===== src/mcp_pkg.sv =====
// Constants, types and register map of the motion command/parameter block
package mcp_pkg;

    // Clock and command acceptance timing
    localparam int CLK_PERIOD_NS  = 50;
    localparam int CMD_ACCEPT_NS  = 125;
    localparam int ACCEPT_CYC_RAW = CMD_ACCEPT_NS / CLK_PERIOD_NS;
    localparam int ACCEPT_CYC     = (ACCEPT_CYC_RAW < 1) ? 1 : ACCEPT_CYC_RAW;

    // Register word indices on the plain register port
    localparam logic [2:0] ADDR_CMD    = 3'h0;
    localparam logic [2:0] ADDR_DLO    = 3'h1;
    localparam logic [2:0] ADDR_DHI    = 3'h2;
    localparam logic [2:0] ADDR_MODE3  = 3'h3;
    localparam logic [2:0] ADDR_STATUS = 3'h4;
    localparam logic [2:0] ADDR_RDLO   = 3'h5;
    localparam logic [2:0] ADDR_RDHI   = 3'h6;

    // Field positions
    localparam int CMDW_CODE_LSB = 0;
    localparam int CMDW_AXIS_LSB = 8;
    localparam int MODE3_SYM_BIT = 1;
    localparam int ST_BUSY_BIT   = 0;
    localparam int ST_BAD_BIT    = 1;
    localparam int ST_PAGE_BIT   = 2;
    localparam int ST_HOLD_BIT   = 3;
    localparam int ST_IDEC_BIT   = 4;

    // Reset values
    localparam logic [15:0] WORD_RST  = 16'h0000;
    localparam logic [31:0] PARAM_RST = 32'h0000_0000;

    // Command codes handled here
    localparam logic [7:0] OP_JERK     = 8'h00;
    localparam logic [7:0] OP_DJERK    = 8'h01;
    localparam logic [7:0] OP_ACCEL    = 8'h02;
    localparam logic [7:0] OP_DECEL    = 8'h03;
    localparam logic [7:0] OP_SPEED    = 8'h04;
    localparam logic [7:0] OP_WPAR_END = 8'h19;
    localparam logic [7:0] OP_NOP      = 8'h1F;
    localparam logic [7:0] OP_WMOD_LO  = 8'h20;
    localparam logic [7:0] OP_WMOD_HI  = 8'h2B;
    localparam logic [7:0] OP_RD_LO    = 8'h30;
    localparam logic [7:0] OP_RD_MID1  = 8'h39;
    localparam logic [7:0] OP_RD_MID2  = 8'h3D;
    localparam logic [7:0] OP_RD_HI    = 8'h49;
    localparam logic [7:0] OP_RD_CURAC = 8'h33;
    localparam logic [7:0] OP_RD_ACCEL = 8'h43;
    localparam logic [7:0] OP_RD_SPEED = 8'h44;
    localparam logic [7:0] OP_OTH_LO   = 8'h70;
    localparam logic [7:0] OP_OTH_HI   = 8'h7C;
    localparam logic [7:0] OP_HOLD     = 8'h77;
    localparam logic [7:0] OP_RELEASE  = 8'h78;
    localparam logic [7:0] OP_PAGE0    = 8'h7A;
    localparam logic [7:0] OP_PAGE1    = 8'h7B;
    localparam logic [7:0] OP_DEC_EN   = 8'h6D;
    localparam logic [7:0] OP_DEC_DIS  = 8'h6E;
    localparam logic [7:0] OP_CMD_RST  = 8'hFF;
    localparam logic [3:0] SYNC_EN_HI  = 4'h8;
    localparam logic [3:0] SYNC_DIS_HI = 4'h9;
    localparam logic [3:0] SYNC_ACT_HI = 4'hA;

    // Command classes
    typedef enum logic [3:0] {
        CLS_NONE     = 4'h0,
        CLS_PARAM    = 4'h1,
        CLS_FOREIGN  = 4'h2,
        CLS_READ     = 4'h3,
        CLS_DRIVE    = 4'h4,
        CLS_INTERP   = 4'h5,
        CLS_OTHER    = 4'h6,
        CLS_SYNC_EN  = 4'h7,
        CLS_SYNC_DIS = 4'h8,
        CLS_SYNC_ACT = 4'h9,
        CLS_NOP      = 4'hA,
        CLS_BAD      = 4'hB
    } mcp_cls_t;

    // Command sequencer states
    typedef enum logic [1:0] {
        ST_IDLE = 2'b00,
        ST_EXEC = 2'b01
    } mcp_state_t;

endpackage : mcp_pkg


===== src/mcp_exec_if.sv =====
// Executed command carrier between sequencer, decoder and axis stores
`timescale 1ns/100ps
interface mcp_exec_if;
    logic                exec_stb;
    logic [7:0]          code;
    logic [1:0]          axes;
    logic [31:0]         data;
    mcp_pkg::mcp_cls_t   cls;

    modport ctrl  (output exec_stb, code, axes, data, input cls);
    modport dec   (input code, output cls);
    modport store (input exec_stb, code, axes, data, cls);
endinterface : mcp_exec_if


===== src/mcp_cmd_decode.sv =====
// Command code classifier
`timescale 1ns/100ps
module mcp_cmd_decode (
    mcp_exec_if.dec dec_if
);

    // Map one code onto its command class
    function automatic mcp_pkg::mcp_cls_t mcp_classify(input logic [7:0] c);
        if (c <= mcp_pkg::OP_SPEED)
            mcp_classify = mcp_pkg::CLS_PARAM;
        else if (c <= mcp_pkg::OP_WPAR_END)
            mcp_classify = mcp_pkg::CLS_FOREIGN;
        else if (c == mcp_pkg::OP_NOP)
            mcp_classify = mcp_pkg::CLS_NOP;
        else if (c >= mcp_pkg::OP_WMOD_LO && c <= mcp_pkg::OP_WMOD_HI)
            mcp_classify = mcp_pkg::CLS_FOREIGN;
        else if ((c >= mcp_pkg::OP_RD_LO && c <= mcp_pkg::OP_RD_MID1) ||
                 (c >= mcp_pkg::OP_RD_MID2 && c <= mcp_pkg::OP_RD_HI))
            mcp_classify = mcp_pkg::CLS_READ;
        else if (c inside {[8'h50:8'h54], [8'h56:8'h5A]})
            mcp_classify = mcp_pkg::CLS_DRIVE;
        else if (c inside {8'h61, [8'h64:8'h66], [8'h6D:8'h6F]})
            mcp_classify = mcp_pkg::CLS_INTERP;
        else if (c >= mcp_pkg::OP_OTH_LO && c <= mcp_pkg::OP_OTH_HI)
            mcp_classify = mcp_pkg::CLS_OTHER;
        else if (c[3:0] != 4'h0 && c[7:4] == mcp_pkg::SYNC_EN_HI)
            mcp_classify = mcp_pkg::CLS_SYNC_EN;
        else if (c[3:0] != 4'h0 && c[7:4] == mcp_pkg::SYNC_DIS_HI)
            mcp_classify = mcp_pkg::CLS_SYNC_DIS;
        else if (c[3:0] != 4'h0 && c[7:4] == mcp_pkg::SYNC_ACT_HI)
            mcp_classify = mcp_pkg::CLS_SYNC_ACT;
        else if (c == mcp_pkg::OP_CMD_RST)
            mcp_classify = mcp_pkg::CLS_OTHER;
        else
            mcp_classify = mcp_pkg::CLS_BAD;
    endfunction : mcp_classify

    // Class of the code on the carrier
    assign dec_if.cls = mcp_classify(dec_if.code);

endmodule : mcp_cmd_decode


===== src/mcp_axis_params.sv =====
// Motion parameter store of one axis
`timescale 1ns/100ps
module mcp_axis_params #(
    parameter int AXIS = 0
) (
    input  logic              clock_in,
    input  logic              rst_in,
    mcp_exec_if.store         ex_if,
    input  logic              sym_sel_in,
    output logic [31:0]       jerk_value_out,
    output logic [31:0]       decel_jerk_out,
    output logic [31:0]       accel_rate_out,
    output logic [31:0]       decel_rate_out,
    output logic [31:0]       start_speed_out
);

    logic [31:0] dj_store_q;
    logic [31:0] dc_store_q;
    wire         load_w = ex_if.exec_stb && ex_if.axes[AXIS] &&
                          ex_if.cls == mcp_pkg::CLS_PARAM;

    // Parameter loads, same data into every selected axis
    always_ff @(posedge clock_in or posedge rst_in)
    begin
        if (rst_in)
        begin
            jerk_value_out  <= mcp_pkg::PARAM_RST;
            dj_store_q      <= mcp_pkg::PARAM_RST;
            accel_rate_out  <= mcp_pkg::PARAM_RST;
            dc_store_q      <= mcp_pkg::PARAM_RST;
            start_speed_out <= mcp_pkg::PARAM_RST;
        end
        else if (load_w)
        begin
            case (ex_if.code)
                mcp_pkg::OP_JERK:  jerk_value_out  <= ex_if.data;
                mcp_pkg::OP_DJERK: dj_store_q      <= ex_if.data;
                mcp_pkg::OP_ACCEL: accel_rate_out  <= ex_if.data;
                mcp_pkg::OP_DECEL: dc_store_q      <= ex_if.data;
                mcp_pkg::OP_SPEED: start_speed_out <= ex_if.data;
                default:           dj_store_q      <= dj_store_q;
            endcase
        end
    end

    // Effective deceleration values follow the symmetry select bit
    always_ff @(posedge clock_in or posedge rst_in)
    begin
        if (rst_in)
        begin
            decel_jerk_out <= mcp_pkg::PARAM_RST;
            decel_rate_out <= mcp_pkg::PARAM_RST;
        end
        else
        begin
            decel_jerk_out <= sym_sel_in ? dj_store_q : jerk_value_out;
            decel_rate_out <= sym_sel_in ? dc_store_q : accel_rate_out;
        end
    end

endmodule : mcp_axis_params


===== src/mcp_cmd_core.sv =====
// Command word decoder and motion parameter write path, two axes
//
// Added by the designer: the placing of the registers and strobed register access.
`timescale 1ns/100ps
module mcp_cmd_core (
    input  logic                    clock_in,
    input  logic                    rst_in,
    input  logic [2:0]              reg_addr_in,
    input  logic [15:0]             reg_wdata_in,
    input  logic                    reg_wr_in,
    input  logic                    reg_rd_in,
    output logic [15:0]             reg_rdata_out,
    input  logic [1:0][31:0]        cur_accel_in,
    output logic [1:0][31:0]        jerk_value_out,
    output logic [1:0][31:0]        decel_jerk_value_out,
    output logic [1:0][31:0]        accel_rate_out,
    output logic [1:0][31:0]        decel_rate_out,
    output logic [1:0][31:0]        start_speed_out,
    output logic                    cmd_stb_out,
    output logic [7:0]              cmd_code_out,
    output logic [1:0]              cmd_axes_out,
    output logic [3:0]              cmd_class_out,
    output logic [3:0]              sync_sel_out,
    output logic                    status_page_out,
    output logic                    drive_hold_out,
    output logic                    interp_decel_en_out
);

    mcp_pkg::mcp_state_t state_q;
    mcp_pkg::mcp_state_t state_d;
    logic [15:0]         data_low_word_q;
    logic [15:0]         data_high_word_q;
    logic [15:0]         mode_word_three_q;
    logic [7:0]          code_q;
    logic [1:0]          axes_q;
    logic [31:0]         snap_q;
    logic                bad_q;
    logic [15:0]         rd_lo_q;
    logic [15:0]         rd_hi_q;
    logic [31:0]         rd_sel_w;
    logic [15:0]         rd_mux_w;
    logic [15:0]         status_w;

    mcp_exec_if ex();

    // Register port strobes
    wire wr_cmd_w   = reg_wr_in && reg_addr_in == mcp_pkg::ADDR_CMD;
    wire wr_dlo_w   = reg_wr_in && reg_addr_in == mcp_pkg::ADDR_DLO;
    wire wr_dhi_w   = reg_wr_in && reg_addr_in == mcp_pkg::ADDR_DHI;
    wire wr_mode_w  = reg_wr_in && reg_addr_in == mcp_pkg::ADDR_MODE3;
    wire wr_st_w    = reg_wr_in && reg_addr_in == mcp_pkg::ADDR_STATUS;
    wire idle_w     = state_q == mcp_pkg::ST_IDLE;
    wire take_w     = wr_cmd_w && idle_w;
    wire exec_w     = state_q == mcp_pkg::ST_EXEC;
    wire sym_w      = mode_word_three_q[mcp_pkg::MODE3_SYM_BIT];

    // Executed command onto the carrier
    assign ex.exec_stb = exec_w;
    assign ex.code     = code_q;
    assign ex.axes     = axes_q;
    assign ex.data     = snap_q;

    // Class shortcuts of the executing command
    wire is_sync_w  = ex.cls == mcp_pkg::CLS_SYNC_EN ||
                      ex.cls == mcp_pkg::CLS_SYNC_DIS ||
                      ex.cls == mcp_pkg::CLS_SYNC_ACT;
    wire is_read_w  = ex.cls == mcp_pkg::CLS_READ;
    wire is_other_w = ex.cls == mcp_pkg::CLS_OTHER;
    wire rd_ax_w    = ~axes_q[0] & axes_q[1];

    // Read-back source, lowest selected axis
    assign rd_sel_w =
        (code_q == mcp_pkg::OP_RD_CURAC) ? cur_accel_in[rd_ax_w]    :
        (code_q == mcp_pkg::OP_RD_ACCEL) ? accel_rate_out[rd_ax_w]  :
        (code_q == mcp_pkg::OP_RD_SPEED) ? start_speed_out[rd_ax_w] :
                                           mcp_pkg::PARAM_RST;

    // Status word
    assign status_w = {11'h000, interp_decel_en_out, drive_hold_out,
                       status_page_out, bad_q, ~idle_w};

    // Register read selection, unmapped reads give zero
    assign rd_mux_w =
        (reg_addr_in == mcp_pkg::ADDR_CMD)    ? {6'h00, axes_q, code_q} :
        (reg_addr_in == mcp_pkg::ADDR_DLO)    ? data_low_word_q         :
        (reg_addr_in == mcp_pkg::ADDR_DHI)    ? data_high_word_q        :
        (reg_addr_in == mcp_pkg::ADDR_MODE3)  ? mode_word_three_q       :
        (reg_addr_in == mcp_pkg::ADDR_STATUS) ? status_w                :
        (reg_addr_in == mcp_pkg::ADDR_RDLO)   ? rd_lo_q                 :
        (reg_addr_in == mcp_pkg::ADDR_RDHI)   ? rd_hi_q                 :
                                                mcp_pkg::WORD_RST;

    // Command sequencer next state
    always_comb
    begin
        case (state_q)
            mcp_pkg::ST_IDLE: state_d = take_w ? mcp_pkg::ST_EXEC
                                               : mcp_pkg::ST_IDLE;
            mcp_pkg::ST_EXEC: state_d = mcp_pkg::ST_IDLE;
            default:          state_d = mcp_pkg::ST_IDLE;
        endcase
    end

    // Sequencer state
    always_ff @(posedge clock_in or posedge rst_in)
    begin
        if (rst_in)
            state_q <= mcp_pkg::ST_IDLE;
        else
            state_q <= state_d;
    end

    // Data and mode words
    always_ff @(posedge clock_in or posedge rst_in)
    begin
        if (rst_in)
        begin
            data_low_word_q   <= mcp_pkg::WORD_RST;
            data_high_word_q  <= mcp_pkg::WORD_RST;
            mode_word_three_q <= mcp_pkg::WORD_RST;
        end
        else
        begin
            if (wr_dlo_w)
                data_low_word_q <= reg_wdata_in;
            if (wr_dhi_w)
                data_high_word_q <= reg_wdata_in;
            if (wr_mode_w)
                mode_word_three_q <= reg_wdata_in;
        end
    end

    // Command capture with data snapshot
    always_ff @(posedge clock_in or posedge rst_in)
    begin
        if (rst_in)
        begin
            code_q <= 8'h00;
            axes_q <= 2'h0;
            snap_q <= mcp_pkg::PARAM_RST;
        end
        else if (take_w)
        begin
            code_q <= reg_wdata_in[mcp_pkg::CMDW_CODE_LSB +: 8];
            axes_q <= reg_wdata_in[mcp_pkg::CMDW_AXIS_LSB +: 2];
            snap_q <= {data_high_word_q, data_low_word_q};
        end
    end

    // Undefined code flag, set wins over clear
    always_ff @(posedge clock_in or posedge rst_in)
    begin
        if (rst_in)
            bad_q <= 1'b0;
        else if (exec_w && ex.cls == mcp_pkg::CLS_BAD)
            bad_q <= 1'b1;
        else if (wr_st_w && reg_wdata_in[mcp_pkg::ST_BAD_BIT])
            bad_q <= 1'b0;
    end

    // Decoded command strobe towards the drive logic
    always_ff @(posedge clock_in or posedge rst_in)
    begin
        if (rst_in)
        begin
            cmd_stb_out   <= 1'b0;
            cmd_code_out  <= 8'h00;
            cmd_axes_out  <= 2'h0;
            cmd_class_out <= mcp_pkg::CLS_NONE;
        end
        else
        begin
            cmd_stb_out <= exec_w;
            if (exec_w)
            begin
                cmd_code_out  <= code_q;
                cmd_axes_out  <= axes_q;
                cmd_class_out <= ex.cls;
            end
        end
    end

    // Synchronous action selection from low nibble
    always_ff @(posedge clock_in or posedge rst_in)
    begin
        if (rst_in)
            sync_sel_out <= 4'h0;
        else if (exec_w && is_sync_w)
            sync_sel_out <= code_q[3:0];
    end

    // Persistent modes: status page, drive hold, interpolation decel
    always_ff @(posedge clock_in or posedge rst_in)
    begin
        if (rst_in)
        begin
            status_page_out     <= 1'b0;
            drive_hold_out      <= 1'b0;
            interp_decel_en_out <= 1'b0;
        end
        else if (exec_w)
        begin
            case (code_q)
                mcp_pkg::OP_PAGE0:   status_page_out <= 1'b0;
                mcp_pkg::OP_PAGE1:   status_page_out <= 1'b1;
                mcp_pkg::OP_HOLD:    drive_hold_out  <= 1'b1;
                mcp_pkg::OP_RELEASE: drive_hold_out  <= 1'b0;
                mcp_pkg::OP_DEC_EN:  interp_decel_en_out <= 1'b1;
                mcp_pkg::OP_DEC_DIS: interp_decel_en_out <= 1'b0;
                mcp_pkg::OP_CMD_RST:
                begin
                    status_page_out     <= is_other_w ? 1'b0 : status_page_out;
                    drive_hold_out      <= 1'b0;
                    interp_decel_en_out <= 1'b0;
                end
                default:             drive_hold_out <= drive_hold_out;
            endcase
        end
    end

    // Read command results
    always_ff @(posedge clock_in or posedge rst_in)
    begin
        if (rst_in)
        begin
            rd_lo_q <= mcp_pkg::WORD_RST;
            rd_hi_q <= mcp_pkg::WORD_RST;
        end
        else if (exec_w && is_read_w)
        begin
            rd_lo_q <= rd_sel_w[15:0];
            rd_hi_q <= rd_sel_w[31:16];
        end
    end

    // Register read data, one cycle after the strobe only
    always_ff @(posedge clock_in or posedge rst_in)
    begin
        if (rst_in)
            reg_rdata_out <= mcp_pkg::WORD_RST;
        else
            reg_rdata_out <= reg_rd_in ? rd_mux_w : mcp_pkg::WORD_RST;
    end

    // Code classification
    mcp_cmd_decode u_decode (
        .dec_if (ex)
    );

    // One parameter store per axis
    generate
        for (genvar a = 0; a < 2; a++)
        begin : g_axis
            mcp_axis_params #(
                .AXIS (a)
            ) u_axis (
                .clock_in        (clock_in),
                .rst_in          (rst_in),
                .ex_if           (ex),
                .sym_sel_in      (sym_w),
                .jerk_value_out  (jerk_value_out[a]),
                .decel_jerk_out  (decel_jerk_value_out[a]),
                .accel_rate_out  (accel_rate_out[a]),
                .decel_rate_out  (decel_rate_out[a]),
                .start_speed_out (start_speed_out[a])
            );
        end
    endgenerate
endmodule : mcp_cmd_core


===== config.mk =====
export PLATFORM = sky130hd
export DESIGN_NAME = mcp_cmd_core
export DESIGN_NICKNAME = d
export VERILOG_FILES = /design/src/mcp_pkg.sv /design/src/mcp_exec_if.sv /design/src/mcp_cmd_decode.sv /design/src/mcp_axis_params.sv /design/src/mcp_cmd_core.sv
export SDC_FILE = /design/constraint.sdc
export NUM_CORES = 1
export LEC_CHECK = 0
export BUFFER_PORTS_ARGS = -buffer_cell sky130_fd_sc_hd__buf_2
export CAP_MARGIN = 20
export CORE_ASPECT_RATIO = 1.1
export CORE_MARGIN = 2
export CORE_UTILIZATION = 45
export CTS_CLUSTER_DIAMETER = 100
export DETAILED_ROUTE_END_ITERATION = 10
export HOLD_SLACK_MARGIN = 0.1
export PLACE_DENSITY = 0.76
export SYNTH_ARGS = -nofsm -noshare
export SYNTH_HDL_FRONTEND = slang
export SYNTH_SLANG_ARGS = --single-unit

===== constraint.sdc =====
create_clock -name clock_in -period 19.2 [get_ports clock_in]
set_input_delay 0.96 -clock clock_in [delete_from_list [all_inputs] [get_ports clock_in]]
set_output_delay 0.96 -clock clock_in [all_outputs]
set_load 0.02 [all_outputs]

==> key figures <==
Critical path
  • Worst R2R End: rd_lo_q[4]
  • Worst reg-to-reg setup slack: 15,110 ps
  • R2R depth: 5
  • CP endpoint kind: asynchronous set/reset pin
  • R2r startpoint: code_q[1]
  • WP data arrival: 5060 ps
  • Critical Path RT: 19,860 ps
  • Worst-path maximum fanout: 111
  • Setup crit start kind: input pin
  • Crit Path Category: input pin to asynchronous set/reset pin

Timing
  • Setup TNS: 0 ps
  • Fin crit period: 4400 ps
  • Finish-stage setup viols: 0
  • RSZ-0062 raised after global routing: false
  • Final worst slack: 14,800 ps
  • Max Fclk: 227 MHz
  • Transition time of the tightest slew-check pin: 1150 ps
  • Worst clock skew: 20.9 ps
  • Final Hold Fails: 0
  • Slew HR: 0.234
  • Tcrit/Tclk final: 0.229
  • Worst Hold Slack: 452 ps
  • Final max-slew violation count: 0

Yosys
  • Syn Inst Count: 1,830
  • Mapped Area: 0.0253 mm2
  • Synth top cells by count: dfrtp_1, mux2_2, nand2_1
  • Top post-synthesis cells by area: dfrtp_1, mux2_2, nand2_1
  • Yosys top cell area share: 0.604
  • Most used DFF post-synth: dfrtp_1
  • YS warnings: 0
  • Sequential area share after synthesis: 0.604
  • Post-synth EDFFs: 0
  • Post-synth ARST share: 1.00
  • Most frequent cell after synthesis: dfrtp_1
  • Yosys cell types: 62
  • Area leader, netlist: dfrtp_1
  • Syn_nets: 1,917
  • Mean Syn Cell Area: 13.8 um2
  • FF+latch count, synth: 610

Power and ir drop
  • Clk network pwr share: 0.403
  • Leak Pwr: 16.0 nW
  • Net Sw Frac: 0.280
  • Pint: 0.00229 W
  • Reg power frac: 0.492
  • Tot Pwr: 0.00318 W
  • Combinational Power Share: 0.105
  • PD cells: 105 mW/mm2
  • Psw: 0.000889 W
  • Peak VDD IR: 0.0746 mV

Route
  • Detailed-route vias per instance: 5.66
  • TritonRoute pass-1 iters: 8
  • Routed Antenna Nets: 0
  • Routed WL: 77.9 mm
  • WL per Instance: 25.8 um
  • Drt initial violations: 1,692
  • Detailed-route via count: 17,096
  • DRC Markers: 0

Global route
  • Initial antenna violation count: 26
  • Vias in the first global route: 17,782
  • Total track usage: 0.264
  • Largest net degree at the start of global routing: 112
  • First-pass GRT wire length: 115 mm
  • Overflow after GRT: 0

Hold path
  • Hold Crit Class: input pin to asynchronous set/reset pin

Clocking
  • CTS root buf: clkbuf_16
  • # clock sinks: 610
  • Resize count post-CTS: 0
  • CTS tree: yes
  • Postcts setup bufs: 0
  • # hold bufs at CTS: 0
  • H-tree Lvls: 2
  • CTS clk-pin slew, worst paths: 60 ps
  • Cts bufs inserted: 61
  • Worst skew pair latency: 620 ps
  • Max clock buf depth: 3

Final layout
  • Area grow syn2layout: 19.8%
  • Net count, final: 2,295
  • Layout cells sized above 1: 0.474

Die
  • Initial Util: 0.453
  • Full die area: 0.0581 mm2
  • Die width: 230 um
  • Io pins: 445
  • Die height: 253 um
  • Core Box Area: 0.0558 mm2
  • Row count: 91

Place
  • Placer congestion estimate: 0.880
  • DP HPWL: 52.6 mm
  • Pre-CTS setup slack: 14,020 ps
  • # port buffers: 444

Run
  • Max-cap viol count: 0

Status
  • Status: complete, no violations
-- worst max-delay path by stage --
stage / end / from
5_1_grt: g_axis[1].u_axis.jerk_value_out[9] / rst_in
3_3_place_gp: g_axis[1].u_axis.decel_jerk_out[7] / rst_in
3_5_place_dp: g_axis[1].u_axis.jerk_value_out[9] / rst_in
6_report: g_axis[1].u_axis.jerk_value_out[9] / rst_in
4_1_cts: g_axis[1].u_axis.jerk_value_out[9] / rst_in
2_1_floorplan: axes_q[0] / rst_in
-- power by group through the flow --
stage	Combinational [W]	Clock, W	Sequential (W)
after floorplan	0.000248	0	0.00149
after global placement	0.000325	0	0.00158
after detailed placement	0.000333	0	0.00158
after CTS	0.000334	0.00130	0.00156
after global routing	0.000362	0.00135	0.00158
final	0.000333	0.00128	0.00156
-- kinds of logic after synthesis --
logic type                share of synthesized area
xor gates and xnor gates                   0.000347
DFF                                           0.604
buffers and inverters                        0.0350
and+or+nand+nor                              0.0443
AOI/OAI and AO/OA                            0.0718
muxes                                         0.245
-- area by class of cell --
type | count | area, um2
Sequential cell | 610 | 15300
Multi-Input combinational cell | 1026 | 9190
Tap cell | 744 | 931
Clock buffer | 83 | 1740
Antenna cell | 16 | 40.0
Fill cell | 4635 | 25500
Timing Repair Buffer | 469 | 2520
Inverter | 40 | 158
Clock inverter | 30 | 424
-- metrics by stage --
stage | util | instance area (um2) | std cells
2_1_floorplan | - | 25300 | 1830
3_3_place_gp | 0.500 | 27900 | 2881
3_5_place_dp | 0.500 | 27900 | 2882
4_1_cts | 0.539 | 30100 | 2995
5_1_grt | 0.543 | 30300 | 3016
6_report | 0.543 | 30300 | 3018
-- flip-flops by register name, indices dropped and copies added (netlist names), 4 cells and up --
register and flops:
mode_word_three_q 16, code_q 8, cmd_code_out 8, g_axis.u_axis.decel_rate_out 64, data_low_word_q 16, g_axis.u_axis.decel_jerk_out 64, sync_sel_out 4, g_axis.u_axis.accel_rate_out 64
ex.data 32, g_axis.u_axis.dj_store_q 64, g_axis.u_axis.jerk_value_out 64, data_high_word_q 16, g_axis.u_axis.start_speed_out 64, reg_rdata_out 16, cmd_class_out 4, g_axis.u_axis.dc_store_q 64
rd_lo_q 16, rd_hi_q 16
-- layout by cell type (no fill, tap or decap), drive strengths merged, types with 6 or more instances in the layout --
cell type / synthesis / layout
nor2b: 15 / 15
o22ai: 11 / 11
diode: 0 / 16
a222oi: 32 / 32
mux2: 509 / 509
o21ai: 30 / 30
nor2: 17 / 17
bufinv: 0 / 10
nor3: 9 / 9
inv: 39 / 43
nand2: 161 / 161
a22oi: 35 / 35
mux2i: 45 / 45
clkbuf: 76 / 83
buf: 78 / 469
a22o: 38 / 38
o2bb2ai: 32 / 32
clkinv: 1 / 16
a21oi: 20 / 20
a221oi: 7 / 7
dfrtp: 610 / 610
nand2b: 6 / 6
-- critical path, cell delays in order --
cell and delay [ps]:
buf_2 130, inv_8 490, buf_4 800, buf_4 870, buf_4 870, buf_4 720
-- per-layer routing --
metal  GRT usage  up-vias  share of wire
li1            -     7320              -
met1       0.340     8922           0.41
met2       0.426      666           0.48
met3      0.0680      168          0.074
met4       0.110       20          0.037
met5           0        -         0.0017
Power figures use the tool's default switching activity.
